`config.mk`:
```
export PLATFORM = sky130hd
export DESIGN_NAME = pbt_top
export DESIGN_NICKNAME = d
export VERILOG_FILES = /design/src/design/pbt_pkg.sv /design/src/design/pbt_mean.sv /design/src/design/pbt_top.sv
export SDC_FILE = /design/constraint.sdc
export NUM_CORES = 2
export LEC_CHECK = 0
export BUFFER_PORTS_ARGS = -buffer_cell sky130_fd_sc_hd__buf_2
export CAP_MARGIN = 20
export CORE_MARGIN = 2
export CORE_UTILIZATION = 40
export DETAILED_ROUTE_END_ITERATION = 8
export GPL_ROUTABILITY_DRIVEN = 0
export GPL_TIMING_DRIVEN = 1
export PLACE_DENSITY = 0.62
export SYNTH_ARGS = -nofsm -noshare
export SYNTH_HDL_FRONTEND = slang
export SYNTH_SLANG_ARGS = --single-unit
```
`constraint.sdc`:
```
create_clock -name mclk -period 17.5 [get_ports mclk]
set_input_delay 3.5 -clock mclk [delete_from_list [all_inputs] [get_ports mclk]]
set_output_delay 3.5 -clock mclk [all_outputs]
set_load 0.01 [all_outputs]
```
`src/design/pbt_pkg.sv`:
```
package pbt_pkg;
	// Sample width and baseline averaging options.
	localparam int PBT_SAMPLE_W = 12;
	localparam int PBT_MAX_LOG2 = 5;
	localparam int PBT_MAX_LEN = 32;
	localparam int PBT_ACC_W = PBT_SAMPLE_W + PBT_MAX_LOG2;
	localparam int PBT_CNT_W = 16;

	// Register offsets (byte addresses).
	localparam logic [7:0] PBT_ADDR_CTRL = 8'h00;
	localparam logic [7:0] PBT_ADDR_FIXED = 8'h04;
	localparam logic [7:0] PBT_ADDR_THRESH = 8'h08;
	localparam logic [7:0] PBT_ADDR_HOLDOFF = 8'h0c;
	localparam logic [7:0] PBT_ADDR_STATUS = 8'h10;
	localparam logic [7:0] PBT_ADDR_BASE = 8'h14;

	// Control field positions.
	localparam int PBT_CTRL_FIXED_BIT = 0;
	localparam int PBT_CTRL_POL_BIT = 1;
	localparam int PBT_CTRL_SWTRG_BIT = 2;
	localparam int PBT_CTRL_LEN_LSB = 4;
	localparam int PBT_CTRL_LEN_W = 3;

	// Reset values.
	localparam logic [31:0] PBT_CTRL_RST = 32'h0000_0052;
	localparam logic [PBT_SAMPLE_W-1:0] PBT_FIXED_RST = 12'h000;
	localparam logic [PBT_SAMPLE_W-1:0] PBT_THRESH_RST = 12'h064;
	localparam logic [PBT_CNT_W-1:0] PBT_HOLDOFF_RST = 16'h0000;

	typedef enum logic [1:0] {
		PBT_TRACK = 2'b00,
		PBT_GATED = 2'b01,
		PBT_HOLD = 2'b10
	} pbt_state_type;
endpackage : pbt_pkg

```
`src/design/pbt_mean.sv`:
```
`timescale 1ns/100ps
`default_nettype none
module pbt_mean
	import pbt_pkg::*;
(
	input wire logic mclk,
	input wire logic rst,
	input wire logic sample_valid,
	input wire logic [PBT_SAMPLE_W-1:0] sample,
	input wire logic freeze,
	input wire logic [PBT_CTRL_LEN_W-1:0] len_log2,
	output logic [PBT_SAMPLE_W-1:0] mean
);
	logic [PBT_SAMPLE_W-1:0] hist_reg [PBT_MAX_LEN];
	logic [PBT_ACC_W-1:0] psum [PBT_MAX_LEN+1];
	logic [PBT_CTRL_LEN_W-1:0] len_c;
	logic take;

	assign take = sample_valid && !freeze;
	assign len_c = (len_log2 > 3'(PBT_MAX_LOG2)) ? 3'(PBT_MAX_LOG2) : len_log2;
	// The window is summed afresh each cycle, so a new length takes effect without drift.
	assign psum[0] = '0;
	assign mean = PBT_SAMPLE_W'(psum[PBT_MAX_LEN] >> len_c);

	genvar i;
	generate
		for (i = 0; i < PBT_MAX_LEN; i++) begin : g_hist
			assign psum[i + 1] = psum[i] + ((32'(i) < (32'd1 << len_c)) ?
				PBT_ACC_W'(hist_reg[i]) : PBT_ACC_W'(0));
			always_ff @(posedge mclk) begin
				if (rst) begin
					hist_reg[i] <= '0;
				end else if (take) begin
					hist_reg[i] <= (i == 0) ? sample : hist_reg[(i == 0) ? 0 : i - 1];
				end
			end
		end
	endgenerate
endmodule // pbt_mean
`default_nettype wire

```
`src/design/pbt_top.sv`:
```
`timescale 1ns/100ps
`default_nettype none
// Contract
// - Averaging mode baseline is the running mean of recent samples.
// - Length field selects window of 1 to 32 samples, power of two.
// - Fixed mode uses the programmed absolute baseline in ADC counts.
// - Trigger and charge zero reference is the current baseline.
// - Averaging baseline freezes while the gate is open.
// - Freeze extends through the programmed hold-off count after the gate closes; triggers are not held off.
// - Fixed baseline stays constant regardless of gates or triggers.
// - Threshold is unsigned LSB magnitude from baseline.
// - With software trigger off, threshold crossings self-trigger.
module pbt_top
	import pbt_pkg::*;
(
	input wire logic mclk,
	input wire logic rst,
	input wire logic [31:0] wb_adr_i,
	input wire logic [31:0] wb_dat_i,
	input wire logic [3:0] wb_sel_i,
	input wire logic wb_we_i,
	input wire logic wb_cyc_i,
	input wire logic wb_stb_i,
	output logic [31:0] wb_dat_o,
	output logic wb_ack_o,
	input wire logic sample_valid,
	input wire logic [PBT_SAMPLE_W-1:0] sample,
	input wire logic gate_open,
	output logic [PBT_SAMPLE_W-1:0] baseline,
	output logic [PBT_SAMPLE_W:0] signal_net,
	output logic self_trigger,
	output logic over_threshold,
	output logic baseline_frozen
);
	// ----------------------------------------
	// Registers
	// ----------------------------------------
	logic [31:0] ctrl_reg;
	logic [PBT_SAMPLE_W-1:0] fixed_reg;
	logic [PBT_SAMPLE_W-1:0] thresh_reg;
	logic [PBT_CNT_W-1:0] holdoff_reg;
	logic [PBT_CNT_W-1:0] hold_cnt_reg;
	logic [PBT_CNT_W-1:0] hold_cnt_next;
	pbt_state_type state_reg;
	pbt_state_type state_next;
	logic over_reg;
	logic [31:0] rd_data;
	logic req;
	logic wr;
	logic [31:0] wmask;
	logic fixed_mode;
	logic pos_pol;
	logic sw_trg;
	logic freeze;
	logic [PBT_SAMPLE_W-1:0] mean;
	logic [PBT_SAMPLE_W-1:0] base_sel;
	logic [PBT_SAMPLE_W:0] depart;
	logic over_now;
	logic trig_now;

	// ----------------------------------------
	// Bus slave
	// ----------------------------------------
	assign req = wb_cyc_i && wb_stb_i && !wb_ack_o;
	assign wr = req && wb_we_i;
	assign wmask = {{8{wb_sel_i[3]}}, {8{wb_sel_i[2]}}, {8{wb_sel_i[1]}}, {8{wb_sel_i[0]}}};
	assign rd_data = (wb_adr_i[7:0] == PBT_ADDR_CTRL) ? ctrl_reg :
		(wb_adr_i[7:0] == PBT_ADDR_FIXED) ? 32'(fixed_reg) :
		(wb_adr_i[7:0] == PBT_ADDR_THRESH) ? 32'(thresh_reg) :
		(wb_adr_i[7:0] == PBT_ADDR_HOLDOFF) ? 32'(holdoff_reg) :
		(wb_adr_i[7:0] == PBT_ADDR_STATUS) ?
			32'({over_reg, baseline_frozen, 2'(state_reg)}) :
		(wb_adr_i[7:0] == PBT_ADDR_BASE) ? 32'(baseline) : 32'h0000_0000;

	always_ff @(posedge mclk) begin
		if (rst) begin
			wb_ack_o <= 1'b0;
			wb_dat_o <= 32'h0000_0000;
		end else begin
			wb_ack_o <= req;
			wb_dat_o <= req ? rd_data : 32'h0000_0000;
		end
	end

	always_ff @(posedge mclk) begin
		if (rst) begin
			ctrl_reg <= PBT_CTRL_RST;
			fixed_reg <= PBT_FIXED_RST;
			thresh_reg <= PBT_THRESH_RST;
			holdoff_reg <= PBT_HOLDOFF_RST;
		end else if (wr) begin
			case (wb_adr_i[7:0])
				PBT_ADDR_CTRL: ctrl_reg <= (ctrl_reg & ~wmask) | (wb_dat_i & wmask & 32'h0000_0077);
				PBT_ADDR_FIXED: fixed_reg <= PBT_SAMPLE_W'((32'(fixed_reg) & ~wmask) | (wb_dat_i & wmask));
				PBT_ADDR_THRESH: thresh_reg <= PBT_SAMPLE_W'((32'(thresh_reg) & ~wmask) | (wb_dat_i & wmask));
				PBT_ADDR_HOLDOFF: holdoff_reg <= PBT_CNT_W'((32'(holdoff_reg) & ~wmask) | (wb_dat_i & wmask));
				default: ;
			endcase
		end
	end

	assign fixed_mode = ctrl_reg[PBT_CTRL_FIXED_BIT];
	assign pos_pol = ctrl_reg[PBT_CTRL_POL_BIT];
	assign sw_trg = ctrl_reg[PBT_CTRL_SWTRG_BIT];

	// ----------------------------------------
	// Freeze sequencing
	// ----------------------------------------
	always_comb begin
		state_next = state_reg;
		hold_cnt_next = hold_cnt_reg;
		case (state_reg)
			PBT_TRACK: begin
				if (gate_open) begin
					state_next = PBT_GATED;
				end
			end
			PBT_GATED: begin
				if (!gate_open) begin
					state_next = (holdoff_reg == '0) ? PBT_TRACK : PBT_HOLD;
					hold_cnt_next = holdoff_reg;
				end
			end
			PBT_HOLD: begin
				if (gate_open) begin
					state_next = PBT_GATED;
				end else if (hold_cnt_reg <= 16'h0001) begin
					state_next = PBT_TRACK;
					hold_cnt_next = '0;
				end else begin
					hold_cnt_next = hold_cnt_reg - 16'h0001;
				end
			end
			default: state_next = PBT_TRACK;
		endcase
	end

	always_ff @(posedge mclk) begin
		if (rst) begin
			state_reg <= PBT_TRACK;
			hold_cnt_reg <= '0;
		end else begin
			state_reg <= state_next;
			hold_cnt_reg <= hold_cnt_next;
		end
	end

	assign freeze = gate_open || (state_reg != PBT_TRACK);

	pbt_mean u_mean (
		.mclk(mclk),
		.rst(rst),
		.sample_valid(sample_valid),
		.sample(sample),
		.freeze(freeze),
		.len_log2(ctrl_reg[PBT_CTRL_LEN_LSB +: PBT_CTRL_LEN_W]),
		.mean(mean)
	);

	// ----------------------------------------
	// Baseline and trigger
	// ----------------------------------------
	// fixed value ignores gate
	assign base_sel = fixed_mode ? fixed_reg : mean;
	assign depart = pos_pol ? ({1'b0, sample} - {1'b0, base_sel}) :
		({1'b0, base_sel} - {1'b0, sample});
	assign over_now = !depart[PBT_SAMPLE_W] && (depart[PBT_SAMPLE_W-1:0] >= thresh_reg);
	assign trig_now = !sw_trg && sample_valid && over_now && !over_reg;

	always_ff @(posedge mclk) begin
		if (rst) begin
			baseline <= '0;
			signal_net <= '0;
			self_trigger <= 1'b0;
			over_threshold <= 1'b0;
			over_reg <= 1'b0;
			baseline_frozen <= 1'b0;
		end else begin
			baseline <= base_sel;
			self_trigger <= trig_now;
			// Net signal and level follow valid samples only, like the crossing detector.
			if (sample_valid) begin
				signal_net <= depart;
				over_threshold <= over_now;
				over_reg <= over_now;
			end
			baseline_frozen <= fixed_mode || freeze;
		end
	end
endmodule // pbt_top
`default_nettype wire

```
# Word-level counts from Yosys, hierarchy flattened

Memories as Yosys holds them, arrays and structs flattened.
Cells that the tools add are included.

Bits in registers: 151
Memories kept: 1
RAM bits: 384
Input bits: 87
Word-level logic and storage cells: 254

Memory list:

| name            | words | bits a word | read ports | clocked after memory_dff | wr ports | RTL line       | source |
|---|---|---|---|---|---|---|---|
| u_mean.hist_reg | 32    | 12          | 32         | 0                        | 32       | pbt_mean.sv:14 | `logic [PBT_SAMPLE_W-1:0] hist_reg [PBT_MAX_LEN];` |

$add $sub $neg: 34
$lt $le $gt $ge: 35
Shift operators: 2
Bitwise logic cells: 43
Equal/unequal tests: 11
Reductions and logical operators: 27
Mux-type cells: 88

Operators by type and width:

| cell                                                 | number |
|---|---|
| two-way mux 12 bit                                   | 67 |
| adder 17 bit                                         | 31 |
| < comparator 5 x 32 -> 1 bit, first input constant   | 16 |
| < comparator 4 x 32 -> 1 bit, first input constant   | 8 |
| < comparator 3 x 32 -> 1 bit, first input constant   | 4 |
| two-way mux 16 bit                                   | 6 |
| < comparator 1 x 32 -> 1 bit, first input constant   | 2 |
| < comparator 2 x 32 -> 1 bit, first input constant   | 2 |
| bitwise AND 16 bit                                   | 2 |
| bitwise AND 32 bit                                   | 1 |
| two-way mux 32 bit                                   | 1 |
| inverter 32 bit                                      | 1 |
| OR 1 bit                                             | 32 |
| OR 32 x 7 -> 32 bit                                  | 1 |
| case mux 16 bit (2 select lines)                     | 1 |
| left shift 1 x 3 -> 32 bit, first input constant     | 1 |
| subtractor 12 x 12 -> 13 bit                         | 2 |
| bitwise AND 12 bit                                   | 2 |
| OR 12 bit                                            | 2 |
| >> shifter 17 x 3 -> 12 bit                          | 1 |
| equality test 8 x 4 -> 1 bit, second input constant  | 2 |
| equality test 8 x 5 -> 1 bit, second input constant  | 2 |
| <= comparator 16 x 1 -> 1 bit, second input constant | 1 |
| zero test 16 bit                                     | 1 |
| other kinds (24)                                     | 51 |

# Logic depth before layout (Yosys ltp)

Word-level depth: 44
Depth in mapped cells: 48
Mapped depth without buffers: 44

# By module

From an unflattened synthesis, not the netlist that was laid out.

Cell total of the unflattened synthesis: 2,847
Area, all modules: 32,794.0 µm²

Modules (own cells, without submodules):

| module   | cells an instance | area each (µm²) | seq. area each (µm²) | times used |
|---|---|---|---|---|
| pbt_mean | 2,022             | 25,559.5        | 11,531.1             | 1 |
| pbt_top  | 825               | 7,234.4         | 3,022.9              | 1 |

# Worst setup path before layout

OpenSTA, ideal clock, no wires.

Kind: input -> register
Start point: input sample_valid
End point: memory u_mean.hist_reg[0][0], enable pin
Arrival: 12.007 ns
Path buffers: 2
Required time: 16.752 ns
Path slack: 4.746 ns
Stages: 3
Cell sequence: clkbuf_1 buf_1 a21o_1

RTL lines:

| element            | RTL line       | source |
|---|---|---|
| start: declaration | pbt_top.sv:26  | `input wire logic sample_valid,` |
| end: declaration   | pbt_mean.sv:14 |  |

==> parameters.txt <==
Parameter                              Value

STA
  Peak Freq ... 79.5 MHz
  Minimum period implied by the final worst setup slack ... 12.58 ns
  Clk_skew ... 0.0354 ns
  Number of endpoints failing setup at the final stage ... 0
  Ratio of final minimum period to clock period ... 71.9%
  Number of pins exceeding their max-slew limit in the final report ... 0
  Worst Max-Slew Pin Slew ... 1.10 ns
  Unrepaired setup endpoints after global routing ... no
  Sum of negative setup slack ... 0 ns
  Endpoints failing hold ... 0
  Max-slew headroom at the worst pin ... 26.6%

Routing
  First-pass iteration count of the detailed router ... 5
  Drt total wl ... 78300 um
  Vias per std cell ... 4.96
  Remaining antenna violation count ... 0
  Total number of vias ... 20703
  DRT iter0 DRCs ... 1782
  DRC violations left ... 0
  Post-detailed-route wirelength per cell ... 18.8 um

CTS
  Resize count post-CTS ... 0
  Clock net sink count ... 535
  Clock latency reported for the late side of the worst-skew pair ... 0.65 ns
  Buffer type at the clock tree root ... sky130_fd_sc_hd__clkbuf_16
  Clock transition at the register clock pins on the worst setup and hold paths after CTS ... 0.07 ns
  Hold-fix buffers at CTS ... 0
  CTS tree ... done
  Number of levels in the clock H-tree ... 2
  Clock buffer count from CTS ... 57
  Post CTS Setup Buffer Count ... 0
  Clk buf depth ... 3

Placement
  IO buf count ... 107
  Post-DP HPWL ... 55400 um

Outcome
  Outcome ... completed

Synthesis
  Synth Area in XOR/XNOR ... 0.528%
  Portion of netlist area occupied by mux cells ... 1.49%
  Portion of the post-synthesis area used by sequential elements ... 43.9%
  Area fraction of the dominant cell type after synthesis ... 34.7%
  Synthesized-area fraction occupied by ao, oa, aoi and oai cells ... 5.35%
  Synth Area in Adders ... 24.5%
  Number of synthesized flops with an enable pin ... 384
  Synth cell count leaders ... 471 x sky130_fd_sc_hd__and2_1, 423 x sky130_fd_sc_hd__inv_1, 384 x sky130_fd_sc_hd__edfxtp_1
  Top FF cell, synth ... sky130_fd_sc_hd__edfxtp_1
  Cell count after synthesis ... 3008
  Number of warnings printed during yosys synthesis ... 0
  Mean instance size in the synthesized netlist ... 11.0 um2
  Combinational family with the most area after synthesis ... adder cells
  Most instantiated library cell after synthesis ... sky130_fd_sc_hd__and2_1
  Simple-Gate Fraction of Synth Area ... 17.9%
  Syn Nets ... 3530
  Count of state elements after synthesis ... 535
  Synth top area cells ... sky130_fd_sc_hd__edfxtp_1 35%, sky130_fd_sc_hd__fa_1 21%, sky130_fd_sc_hd__dfxtp_1 9.1%
  Synth async-reset ratio ... 0%
  Leading area contributor after synthesis ... sky130_fd_sc_hd__edfxtp_1
  Number of distinct library cell variants in the gate-level netlist after synthesis ... 71
  Syn Std Cell Area ... 0.0332 mm2

Critical path
  Crit path max fanout ... 21
  Flop-to-flop setup slack ... 4.92 ns
  Req. time, crit path ... 18.05 ns
  Slowest stage cell on the critical path ... sky130_fd_sc_hd__dfxtp_1
  Setup CP Type ... reg -> reg
  Worst stage delay on the critical path ... 0.82 ns
  Sort of element at the end of the critical path ... flop
  Element type at the critical path start ... flop
  Data arrival at the endpoint of the critical path ... 13.13 ns
  Dominant cell type by count on the critical path ... sky130_fd_sc_hd__fa_1

Floorplan
  Height of the die ... 292 um
  I/O pin cnt ... 148
  Number of core rows ... 105
  Initial Util ... 40.4%
  Die outline area ... 0.0853 mm2
  Die width ... 292 um
  Core area ... 0.0821 mm2

Finish
  Flip-flop count of the largest register, all copies and words added ... 384
  Layout cell share with drive strength beyond 1 ... 8.16%
  Number of filler instances in the final layout ... 7712
  Final Net Count ... 3574
  Post-route core utilization ... 44.7%
  Layout-stage area growth over the synthesis result ... 10.6%

Run
  Max Cap Viol ... 0

Global route
  Number of antenna violations at the first check in global routing ... 7
  Grt total ovfl ... 0
  Wire length of the first global-routing pass ... 124000 um
  Number of global-route vias before repair ... 21238
  Overall fraction of global-route tracks in use ... 18.8%
  Pin count of the biggest net entering global routing ... 132

Min path
  Hold path startpoint ... ctrl_reg[18]
  Type of the most critical hold path ... reg -> reg
## final timing paths
check / to / cells past startpoint
worst max-delay path: self_trigger / 37
worst min-delay path: wb_dat_o[18] / 1
worst max register to register: self_trigger / 37
worst min register to register: wb_dat_o[18] / 1
## final cells by class
class                   instances  area, um2  area share (%)
inverters                     423       1590            4.33
repair buffers                128        712            1.94
flip-flops and latches        535      14600            39.7
diodes                          6       15.0          0.0409
multi-input cells            1907      16500            45.0
well taps                    1070       1340            3.65
clock buffers                  72       1560            4.24
clock inverters                35        409            1.11
## through the flow
stage | hold WS [ns] | instances | setup slack, ns | instance area, um2
5_1_grt | 0.467 | 4176 | 4.28 | 36700
3_5_place_dp | 0.433 | 4062 | 5.04 | 34700
2_1_floorplan | 0.421 | 3008 | 4.75 | 33200
6_report | 0.448 | 4176 | 4.92 | 36700
4_1_cts | 0.452 | 4169 | 4.92 | 36700
3_3_place_gp | 0.433 | 4062 | 5.01 | 34700
## cells by family after synthesis
| logic type | count (synthesis) |
|---|---|
| DFF | 535 |
| and+or+nand+nor | 1139 |
| xor gates and xnor gates | 20 |
| AOI/OAI and AO/OA | 265 |
| muxes | 48 |
| adders and majority gates | 435 |
| buffers and inverters | 566 |
## per-layer routing
metal / vias up / share of wire, % / global-route usage (%)
met4: 2 / 2.2 / 5.47
met2: 477 / 47 / 30.0
met1: 10401 / 46 / 27.0
li1: 9735 / - / -
met3: 88 / 4.6 / 2.25
met5: - / 0.0089 / 0
## worst max-delay path, delay by kind of cell (launching register included)
family | cells | cell delay [ns]
simple gates | 9 | 1.73
buf+inv | 6 | 0.93
flops | 1 | 0.82
compound gates | 8 | 2.91
fa+ha+maj | 12 | 5.63
xor+xnor | 2 | 0.43
## cell usage in the layout (no fill, tap or decap), types with 11 or more instances in the layout
| cell type | count |
|---|---|
| sky130_fd_sc_hd__nand3_1 | 32 |
| sky130_fd_sc_hd__nand2b_1 | 12 |
| sky130_fd_sc_hd__buf_4 | 20 |
| sky130_fd_sc_hd__dfxtp_1 | 150 |
| sky130_fd_sc_hd__and3_1 | 69 |
| sky130_fd_sc_hd__inv_1 | 423 |
| sky130_fd_sc_hd__ha_1 | 79 |
| sky130_fd_sc_hd__nor2_1 | 116 |
| sky130_fd_sc_hd__nor2b_1 | 18 |
| sky130_fd_sc_hd__xnor2_1 | 11 |
| sky130_fd_sc_hd__and2_1 | 471 |
| sky130_fd_sc_hd__a21oi_1 | 72 |
| sky130_fd_sc_hd__nand2_1 | 353 |
| sky130_fd_sc_hd__edfxtp_1 | 384 |
| sky130_fd_sc_hd__buf_2 | 106 |
| sky130_fd_sc_hd__mux2i_1 | 45 |
| sky130_fd_sc_hd__fa_1 | 356 |
| sky130_fd_sc_hd__o21ai_0 | 52 |
| sky130_fd_sc_hd__nor3_1 | 17 |
| sky130_fd_sc_hd__a22o_1 | 16 |
| sky130_fd_sc_hd__clkbuf_16 | 58 |
| sky130_fd_sc_hd__a211oi_1 | 23 |
| sky130_fd_sc_hd__a22oi_1 | 21 |
| sky130_fd_sc_hd__a21o_1 | 18 |
Power is not shown: default switching activity piles up to over one toggle a cycle in this logic, so the estimate is an artifact.
